### config.mk
export PLATFORM = sky130hd
export DESIGN_NAME = plscc_top
export DESIGN_NICKNAME = d
export VERILOG_FILES = /design/src/plscc_pkg.sv /design/src/plscc_top.sv
export SDC_FILE = /design/constraint.sdc
export NUM_CORES = 1
export LEC_CHECK = 0
export BUFFER_PORTS_ARGS = -buffer_cell sky130_fd_sc_hd__clkbuf_2
export CORE_UTILIZATION = 40
export DETAILED_ROUTE_END_ITERATION = 8
export PLACE_DENSITY = 0.68
export SKIP_LAST_GASP = 1
export SYNTH_ARGS = -nofsm -noshare
export SYNTH_HDL_FRONTEND = slang
export SYNTH_SLANG_ARGS = --single-unit
### constraint.sdc
create_clock -name mclk -period 2.4 [get_ports mclk]
set_clock_uncertainty 0.2 [all_clocks]
set_input_delay 0.12 -clock mclk [delete_from_list [all_inputs] [get_ports mclk]]
set_output_delay 0.12 -clock mclk [all_outputs]
set_load 0.01 [all_outputs]
### src/plscc_pkg.sv
/*
  Constants, register offsets and field positions of the PLL lock and
  sleep clocking controller.
  Assumes an APB master with 32-bit data and one aligned word per register.
*/
// Overview of operation
// - A changed crystal selection starts a PLL relock; same value does not.
// - PLL leaving power-down for normal operation starts a relock; on deep-sleep exit the code starts none.
// - Each relock loads lock counter with 0x1200, clocked by main oscillator.
// - PLL may not be system clock source before the lock time has expired; on deep-sleep exit the code reselects it at once.
// - Enable and select PLL together: stay on oscillator until lock, then switch.
// - Lock shows as raw status flag and may raise a maskable interrupt.
// - Run mode clocks processor and peripherals enabled by run gating registers.
// - Sleep stops processor and memory clocks, system clock stays unchanged.
// - Sleep gates by sleep registers with auto gating, else run registers.
// - Wait-for-interrupt enters sleep, or deep sleep when enabled; interrupt wakes.
// - Deep sleep gates by deep-sleep registers with auto gating, else run ones.
// - Deep sleep uses main oscillator unless config selects an internal one.
// - Deep sleep powers PLL down and uses divider override up to /16 or /64.
// - On deep-sleep exit restore clock source first, then reenable clocks.
// - Hibernate keeps only hibernation logic; wake restarts through power-on.
// - With debug port on, wake may run code before peripheral clocks return.
// - Secondary configuration fields apply only with its use bit set.
// - Crystal write loads PLL settings; clearing power-down enables the PLL.
// - PLL runs at 400 MHz, halved; divider equals field encoding plus one.
`default_nettype none
package plscc_pkg;
  localparam logic [11:0] OFF_RAW_STATUS   = 12'h050;
  localparam logic [11:0] OFF_INT_MASK     = 12'h054;
  localparam logic [11:0] OFF_MASKED_CLR   = 12'h058;
  localparam logic [11:0] OFF_CFG_PRIMARY  = 12'h060;
  localparam logic [11:0] OFF_PLL_SETTINGS = 12'h064;
  localparam logic [11:0] OFF_CFG_SECOND   = 12'h070;
  localparam logic [11:0] OFF_RUN_GATE     = 12'h100;
  localparam logic [11:0] OFF_SLEEP_GATE   = 12'h110;
  localparam logic [11:0] OFF_DEEP_GATE    = 12'h120;
  localparam logic [11:0] OFF_DEEP_CFG     = 12'h144;
  localparam logic [11:0] OFF_POWER_CTRL   = 12'h180;
  localparam logic [11:0] OFF_STATE        = 12'h184;

  localparam logic [31:0] RST_CFG_PRIMARY  = 32'h078e3ad1;
  localparam logic [31:0] RST_CFG_SECOND   = 32'h07802810;
  localparam logic [31:0] RST_GATE0        = 32'h00000040;
  localparam logic [31:0] RST_DEEP_CFG     = 32'h07800000;

  // Primary configuration fields
  localparam int P_OSC_LO = 4;
  localparam int P_CRYSTAL_SELECT_LO = 6;
  localparam int P_BYPASS = 11;
  localparam int P_PLL_POWER_DOWN = 13;
  localparam int P_USE_SYSTEM_DIVIDER = 22;
  localparam int P_DIV_LO = 23;
  localparam int P_AUTOGATE = 27;
  // Secondary configuration fields
  localparam int S_OSC_LO = 4;
  localparam int S_BYPASS = 11;
  localparam int S_PLL_POWER_DOWN = 13;
  localparam int S_DIV_LO = 23;
  localparam int S_USE = 31;
  // Deep-sleep configuration fields, main oscillator code and lock status bit
  localparam int D_OSC_LO = 4;
  localparam int D_DIV_LO = 23;
  localparam logic [2:0] OSC_MAIN = 3'h0;
  localparam int LOCK_BIT = 6;

  localparam logic [15:0] LOCK_LOAD = 16'h1200;

  typedef enum logic [1:0] {
    PLSCC_RUN   = 2'b00,
    PLSCC_SLEEP = 2'b01,
    PLSCC_DEEP  = 2'b10,
    PLSCC_WAKE  = 2'b11
  } plscc_mode_e;
endpackage : plscc_pkg
`default_nettype wire

### src/plscc_top.sv
/*
  PLL lock timing, clock source selection, per-peripheral gating and
  sleep/deep-sleep sequencing, with an APB register slave.
  Assumes mclk and the main oscillator cycle are the same clock, and that
  processor events (wait-for-interrupt, wake) arrive as one-cycle pulses.
*/
`default_nettype none
module plscc_top
  import plscc_pkg::*;
#(
  parameter int          NPERIPH  = 32,
  parameter logic [15:0] LOCK_CNT = LOCK_LOAD
) (
  input  wire logic               mclk,
  input  wire logic               rst_n,
  input  wire logic               psel,
  input  wire logic               penable,
  input  wire logic               pwrite,
  input  wire logic [11:0]        paddr,
  input  wire logic [31:0]        pwdata,
  output logic                    pready,
  output logic                    pslverr,
  output logic      [31:0]        prdata,
  input  wire logic               waitForInterruptInstr,
  input  wire logic               deepSleepEnable,
  input  wire logic               wakeEvent,
  input  wire logic               debugAccessPort,
  output logic                    cpuClkEn,
  output logic      [NPERIPH-1:0] periphClkEn,
  output logic                    pllPowerDown,
  output logic                    pllSelected,
  output logic      [2:0]         oscSelect,
  output logic      [5:0]         sysDivider,
  output logic                    useDivider,
  output logic                    mainOscPowerDown,
  output logic                    hibernateReq,
  output logic                    pllLockIrq,
  output logic                    unclockedFault
);
  typedef struct packed {
    logic [31:0]  cfgPri;
    logic [31:0]  cfgSec;
    logic [31:0]  deepCfg;
    logic [NPERIPH-1:0] runGate;
    logic [NPERIPH-1:0] sleepGate;
    logic [NPERIPH-1:0] deepGate;
    logic         lockMask;
    logic         lockRaw;
    logic [15:0]  lockCnt;
    logic         pllReady;
    logic [4:0]   pllSettings;
    plscc_mode_e  mode;
    logic         hibReq;
    logic         pready;
    logic         pslverr;
    logic [31:0]  prdata;
    logic         cpuEn;
    logic [NPERIPH-1:0] periphEn;
    logic         pllPd;
    logic         pllSel;
    logic [2:0]   osc;
    logic [5:0]   div;
    logic         useDiv;
    logic         moscPd;
    logic         irq;
    logic         fault;
  } plscc_state_s;

  plscc_state_s st_r;
  plscc_state_s st_nxt;

  logic useSec;
  logic effPwrdn;
  logic effBypass;
  logic [2:0] effOsc;
  logic [5:0] effDiv;
  logic apbAcc;
  logic apbWr;
  logic relock;
  logic [NPERIPH-1:0] gateSel;

  always_comb begin
    st_nxt = st_r;
    useSec    = st_r.cfgSec[S_USE];
    effPwrdn  = useSec ? st_r.cfgSec[S_PLL_POWER_DOWN]  : st_r.cfgPri[P_PLL_POWER_DOWN];
    effBypass = useSec ? st_r.cfgSec[S_BYPASS] : st_r.cfgPri[P_BYPASS];
    effOsc    = useSec ? st_r.cfgSec[S_OSC_LO +: 3] : {1'b0, st_r.cfgPri[P_OSC_LO +: 2]};
    // divider is field plus one, 6-bit wide field from secondary
    effDiv    = useSec ? st_r.cfgSec[S_DIV_LO +: 6] : {2'b00, st_r.cfgPri[P_DIV_LO +: 4]};
    apbAcc    = psel && penable && !st_r.pready;
    apbWr     = apbAcc && pwrite;
    relock    = 1'b0;

    st_nxt.pready  = apbAcc;
    st_nxt.pslverr = 1'b0;
    if (apbWr) begin
      case (paddr)
        OFF_CFG_PRIMARY: begin
          // relock on a changed crystal value, not on the same one
          if (pwdata[P_CRYSTAL_SELECT_LO +: 5] != st_r.cfgPri[P_CRYSTAL_SELECT_LO +: 5]) begin
            relock = 1'b1;
          end
          st_nxt.pllSettings = pwdata[P_CRYSTAL_SELECT_LO +: 5];
          st_nxt.cfgPri = pwdata;
          if (!useSec && st_r.cfgPri[P_PLL_POWER_DOWN] && !pwdata[P_PLL_POWER_DOWN]) begin
            relock = 1'b1;
          end
        end
        OFF_CFG_SECOND: begin
          if ((pwdata[S_USE] ? pwdata[S_PLL_POWER_DOWN] : st_r.cfgPri[P_PLL_POWER_DOWN]) == 1'b0 && effPwrdn) begin
            relock = 1'b1;
          end
          st_nxt.cfgSec = pwdata;
        end
        OFF_INT_MASK:   st_nxt.lockMask = pwdata[LOCK_BIT];
        OFF_MASKED_CLR: if (pwdata[LOCK_BIT]) st_nxt.lockRaw = 1'b0;
        OFF_RUN_GATE:   st_nxt.runGate = pwdata[NPERIPH-1:0];
        OFF_SLEEP_GATE: st_nxt.sleepGate = pwdata[NPERIPH-1:0];
        OFF_DEEP_GATE:  st_nxt.deepGate = pwdata[NPERIPH-1:0];
        OFF_DEEP_CFG:   st_nxt.deepCfg = pwdata;
        // hibernate request, wake is a full power-on reset
        OFF_POWER_CTRL: st_nxt.hibReq = pwdata[0];
        default:        st_nxt.pslverr = 1'b1;
      endcase
    end else if (apbAcc) begin
      case (paddr)
        OFF_RAW_STATUS:   st_nxt.prdata = {25'h0, st_r.lockRaw, 6'h0};
        OFF_INT_MASK:     st_nxt.prdata = {25'h0, st_r.lockMask, 6'h0};
        OFF_MASKED_CLR:   st_nxt.prdata = {25'h0, st_r.lockRaw && st_r.lockMask, 6'h0};
        OFF_CFG_PRIMARY:  st_nxt.prdata = st_r.cfgPri;
        OFF_PLL_SETTINGS: st_nxt.prdata = {27'h0, st_r.pllSettings};
        OFF_CFG_SECOND:   st_nxt.prdata = st_r.cfgSec;
        OFF_RUN_GATE:     st_nxt.prdata = 32'(st_r.runGate);
        OFF_SLEEP_GATE:   st_nxt.prdata = 32'(st_r.sleepGate);
        OFF_DEEP_GATE:    st_nxt.prdata = 32'(st_r.deepGate);
        OFF_DEEP_CFG:     st_nxt.prdata = st_r.deepCfg;
        OFF_POWER_CTRL:   st_nxt.prdata = {31'h0, st_r.hibReq};
        OFF_STATE:        st_nxt.prdata = {28'h0, st_r.pllReady, st_r.pllSel, st_r.mode};
        default: begin
          st_nxt.prdata  = 32'h0;
          st_nxt.pslverr = 1'b1;
        end
      endcase
    end

    // load lock counter on a trigger
    // reload clears ready; count down while nonzero
    if (relock) begin
      st_nxt.lockCnt  = LOCK_CNT;
      st_nxt.pllReady = 1'b0;
    end else if (st_r.lockCnt != 16'h0) begin
      st_nxt.lockCnt = st_r.lockCnt - 16'h1;
      if (st_r.lockCnt == 16'h1) begin
        st_nxt.pllReady = 1'b1;
        // raw lock flag, set wins over clear
        st_nxt.lockRaw  = 1'b1;
      end
    end

    case (st_r.mode)
      PLSCC_RUN: if (waitForInterruptInstr) begin
        st_nxt.mode = deepSleepEnable ? PLSCC_DEEP : PLSCC_SLEEP;
      end
      PLSCC_SLEEP: if (wakeEvent) st_nxt.mode = PLSCC_RUN;
      // restore clock first, gates a cycle later
      PLSCC_DEEP:  if (wakeEvent) st_nxt.mode = PLSCC_WAKE;
      PLSCC_WAKE:  st_nxt.mode = PLSCC_RUN;
      default:     st_nxt.mode = PLSCC_RUN;
    endcase

    gateSel = st_r.runGate;
    if (st_nxt.mode == PLSCC_SLEEP && st_r.cfgPri[P_AUTOGATE]) begin
      gateSel = st_r.sleepGate;
    end
    if ((st_nxt.mode == PLSCC_DEEP || st_nxt.mode == PLSCC_WAKE) && st_r.cfgPri[P_AUTOGATE]) begin
      gateSel = st_r.deepGate;
    end
    st_nxt.periphEn = gateSel;
    st_nxt.cpuEn = (st_nxt.mode == PLSCC_RUN);

    st_nxt.pllSel = !effBypass && !effPwrdn && st_nxt.pllReady;
    st_nxt.pllPd  = effPwrdn;
    st_nxt.osc    = effOsc;
    st_nxt.div    = effDiv;
    st_nxt.useDiv = st_r.cfgPri[P_USE_SYSTEM_DIVIDER];
    st_nxt.moscPd = 1'b0;
    if (st_nxt.mode == PLSCC_DEEP) begin
      st_nxt.osc    = st_r.deepCfg[D_OSC_LO +: 3];
      st_nxt.moscPd = st_r.deepCfg[D_OSC_LO +: 3] != OSC_MAIN;
      st_nxt.pllPd  = 1'b1;
      st_nxt.pllSel = 1'b0;
      st_nxt.div    = useSec ? st_r.deepCfg[D_DIV_LO +: 6]
                             : {2'b00, st_r.deepCfg[D_DIV_LO +: 4]};
    end
    st_nxt.irq = st_nxt.lockRaw && st_nxt.lockMask;
    // debug wake before clocks are back, peripheral access faults
    st_nxt.fault = debugAccessPort && (st_r.mode == PLSCC_WAKE) && apbAcc;

    if (!rst_n) begin
      st_nxt = '0;
      st_nxt.cfgPri = RST_CFG_PRIMARY;
      st_nxt.cfgSec = RST_CFG_SECOND;
      st_nxt.deepCfg = RST_DEEP_CFG;
      st_nxt.runGate = NPERIPH'(RST_GATE0);
      st_nxt.sleepGate = NPERIPH'(RST_GATE0);
      st_nxt.deepGate = NPERIPH'(RST_GATE0);
      st_nxt.periphEn = NPERIPH'(RST_GATE0);
      st_nxt.pllPd = 1'b1;
      st_nxt.cpuEn = 1'b1;
      st_nxt.mode = PLSCC_RUN;
    end
  end

  always_ff @(posedge mclk) begin
    st_r <= st_nxt;
  end

  assign pready = st_r.pready;
  assign pslverr = st_r.pslverr;
  assign prdata = st_r.prdata;
  assign cpuClkEn = st_r.cpuEn;
  assign periphClkEn = st_r.periphEn;
  assign pllPowerDown = st_r.pllPd;
  assign pllSelected = st_r.pllSel;
  assign oscSelect = st_r.osc;
  assign sysDivider = st_r.div;
  assign useDivider = st_r.useDiv;
  assign mainOscPowerDown = st_r.moscPd;
  assign hibernateReq = st_r.hibReq;
  assign pllLockIrq = st_r.irq;
  assign unclockedFault = st_r.fault;

  a_pll_sel_lock: assert property (@(posedge mclk) disable iff (!rst_n)
    pllSelected |-> st_r.pllReady) else $error("PLL selected before lock");
  a_lock_load: assert property (@(posedge mclk) disable iff (!rst_n)
    relock |=> st_r.lockCnt == LOCK_CNT && !st_r.pllReady) else $error("bad lock reload");
  a_lock_dec: assert property (@(posedge mclk) disable iff (!rst_n)
    (!relock && st_r.lockCnt > 16'h1) |=> st_r.lockCnt == $past(st_r.lockCnt) - 16'h1)
    else $error("lock counter not decrementing");
  a_lock_flag: assert property (@(posedge mclk) disable iff (!rst_n)
    (!relock && st_r.lockCnt == 16'h1) |=> st_r.lockRaw) else $error("lock flag missing");
  a_cpu_sleep: assert property (@(posedge mclk) disable iff (!rst_n)
    (st_r.mode != PLSCC_RUN) |-> !cpuClkEn) else $error("cpu clocked asleep");
  a_deep_pll: assert property (@(posedge mclk) disable iff (!rst_n)
    (st_r.mode == PLSCC_DEEP) |-> pllPowerDown && !pllSelected) else $error("PLL on deep");
  a_deep_wake: assert property (@(posedge mclk) disable iff (!rst_n)
    (st_r.mode == PLSCC_DEEP && wakeEvent) |=> st_r.mode == PLSCC_WAKE ##1 cpuClkEn)
    else $error("deep wake order");
  a_wfi_enter: assert property (@(posedge mclk) disable iff (!rst_n)
    (st_r.mode == PLSCC_RUN && waitForInterruptInstr) |=> !cpuClkEn) else $error("no sleep");
  // interrupt is raw flag and mask
  a_lock_irq: assert property (@(posedge mclk) disable iff (!rst_n)
    pllLockIrq == (st_r.lockRaw && st_r.lockMask)) else $error("lock irq mismatch");
  // main oscillator off only in deep sleep on another source
  a_deep_osc: assert property (@(posedge mclk) disable iff (!rst_n)
    mainOscPowerDown |-> (st_r.mode == PLSCC_DEEP && oscSelect != OSC_MAIN))
    else $error("main oscillator off outside deep sleep");
  c_relock: cover property (@(posedge mclk) relock ##[1:10] st_r.lockCnt != 16'h0);
  c_deep: cover property (@(posedge mclk) st_r.mode == PLSCC_DEEP);
  c_lock: cover property (@(posedge mclk) pllSelected);
endmodule // plscc_top
`default_nettype wire

==> run summary <==
CORE AREA: 0.0329 mm2
Post-Layout Cell Count: 2200
Post-synth top cells: nand2_1 (424), dfxtp_1 (299), a21oi_1 (201)
N_diodes: 0
Count of final setup violators: 0
P&R area growth vs syn: 19.2%
CTS Buffer Depth: 3
Hold Vio Cnt, Final: 0
H-tree lvl count: 2
Clock root cell: clkbuf_16
FFs w/ async S/R, synth: 0%
Pins Over Slew Limit: 0
Slew HR: 59.9%
Arrival time at the worst endpoint: 2.54 ns
Largest net degree at the start of global routing: 60
CP startpoint: paddr[2]
CP Data Required Time: 2.61 ns
Critical path peak fanout: 15
Status: finished clean
EDFF count, synth: 0
Post-Syn Nets: 1707
Number of DRC markers in iteration 0: 1109
DR DRC count: 0
Synth top area share: 44.4%
CP Class: input pin to register
WHS Path Cells: 6
Clk_lat worst skew: 0.51 ns
Buffers on Ports: 135
Grt total ovfl: 0
Global-route wire length before repair: 65100 um
WL per Instance: 19.2 um
FF-to-FF Start: st_r[93]
GRT Util Overall: 24.3%
Remaining antenna violation count: 0
Synth Area per Inst: 8.16 um2
Initial Util: 41.0%
Num CTS Buffers: 35
Hold path start: paddr[1]
Synth warnings: 0
# Post-CTS Setup Buffers: 0
Register area share after synthesis: 44.4%
Vias/cell: 5.53
HP Class: input pin to register
Main synth FF type: dfxtp_1
Worst Tran Pin Value: 0.602 ns
Cell total after placement: 2101
Area leader, netlist: dfxtp_1
Crit share post-route: 96.9%
Vias: 12200
Max cap viols: 0
Final Instance Area: 0.0161 mm2
P_leak: 6.22 nW
Share of layout cells above drive strength 1: 16.8%
Reg2Reg Setup Slack: 0.12 ns
Minimum clock period: 2.33 ns
Placed inst area: 0.0144 mm2
First-pass iteration count of the detailed router: 5
Post-Route WL: 42200 um
Top-count cell post-synth: nand2_1
Row cnt: 66
Die Y: 186 um
Gate Count Post-Synth: 1651
Ports: 136
Crit. End Element: register
Area contributors post-synth: dfxtp_1 (44%), nand2_1 (12%), mux2i_1 (7.9%)
Clk sinks: 299
Post-synthesis instance area: 0.0135 mm2
Antenna violations before repair: 0
Post-layout nets: 1794
Post-synthesis cell type count: 63
Hold Crit Endpoint: st_r[107]
Reg2reg path depth: 6
Worst-path clk slew: 0.06 ns
Die area: 0.0344 mm2
Peak VDD IR: 0.000371 V
Vias in the first global route: 11700
R2r endpoint: st_r[106]
Post-DP HPWL: 27600 um
Critical Path Start Type: input pin
Die width: 186 um
Synthesized flop and latch total: 299
CTS tree: yes
Pwr/cell area: 728 mW/mm2
Max Fclk: 430 MHz
Routability Congestion: 0.924
## critical path, stage by stage
cell           delay (ns)
dlygate4sd3_1        0.60
or4_4                0.47
a2111oi_4            0.23
o21ai_2              0.09
a311o_2              0.50
clkbuf_16            0.24
a221oi_1             0.26
## sequential cells by signal, indices dropped and copies added, names as in the netlist
name,cells
pready,1
oscSelect,3
pllLockIrq,1
pllPowerDown,1
hibernateReq,1
unclockedFault,1
cpuClkEn,1
prdata,32
sysDivider,6
pslverr,1
periphClkEn,32
mainOscPowerDown,1
pllSelected,1
useDivider,1
st_r,216
## metrics by stage
stage	utilization (%)	TNS (ns)	setup slack [ns]	hold slack, ns	power, mW
finish	48.9	0	0.0739	0.0292	11.7
global route	48.9	-0.0144	-0.0144	0.0695	12.1
CTS	48.5	0	0.0370	0.00947	11.7
floorplan	-	0	0.146	0.0440	6.12
detailed placement	43.9	0	0.00623	0.197	6.51
global placement	43.9	0	0.0702	0.202	6.48
## routing by layer
| layer | wire length (um) | up-vias | share of wire, % | GRT usage [%] |
|---|---|---|---|---|
| met5 | 0 | - | 0 | 0 |
| met2 | 19400 | 491 | 46 | 39.8 |
| li1 | - | 5796 | - | - |
| met1 | 18200 | 5793 | 43 | 32.7 |
| met4 | 1260 | 0 | 3.0 | 8.20 |
| met3 | 3300 | 90 | 7.8 | 3.35 |
## cell families (layout without fill, tap and decap cells)
group / count (synthesis) / count (layout) / share of synthesized area [%]
adders and majority gates: 3 / 3 / 0.279
and+or+nand+nor: 619 / 619 / 19.6
AOI/OAI and AO/OA: 391 / 391 / 18.1
xor gates and xnor gates: 19 / 19 / 1.23
DFF: 299 / 299 / 44.4
muxes: 108 / 108 / 8.04
buffers and inverters: 212 / 319 / 8.33
## cell usage in the layout (no fill, tap or decap), types with 4 or more instances in the layout
master         instances
a211oi_1              35
a21oi_1              201
a221oi_1              11
a221oi_2              15
a2bb2oi_1             26
and2_1                 5
and3_1                 7
and4_1                 6
buf_12                15
buf_4                 66
clkbuf_1               9
clkbuf_16             39
clkbuf_2             132
clkbuf_8               5
clkinv_2               4
dfxtp_1              299
dlygate4sd3_1         41
inv_1                  4
mux2i_1              106
nand2_1              424
nand2b_1               5
nand3_1               45
nand3b_1               4
nand4_1                6
nor2_1                65
nor2b_1                9
nor3_1                12
nor3b_1                4
nor4_1                 6
o21ai_0               64
o22ai_1                4
o32ai_1                5
or4_1                  6
xnor2_1               18
## power by group
part           switching [mW]  leakage (nW)  internal (mW)
clock                    2.03         0.546           3.17
combinational           0.764          3.26          0.561
sequential             0.0915          2.41           5.08
total                    2.89          6.22           8.80
## how the worst max path moves through the flow
stage                             to  cells after the start  slack (ns)
after CTS                 prdata[15]                      8        0.04
after floorplan           pllLockIrq                      6        0.15
final                     prdata[14]                      7        0.07
after global routing       st_r[106]                      6       -0.01
after detailed placement  prdata[15]                      7       0.006
after global placement    pllLockIrq                      6        0.07
## layout make-up
class,count,area [um2]
multi-input combinational,1140,6460
clock buffer,51,1030
inverter,5,23.8
tap,442,553
fill,3273,16800
timing repair buffer,257,1930
sequential,299,5990
clock inverter,6,80.1
## repair_timing
action | 4_1_cts | 5_1_grt
endpoints found under the setup margin | 0 | 29
gates resized for setup | 0 | 14
hold endpoints to repair | 204 | 0
hold buffers | 42 | 0
(Power assumes the default switching activity.)
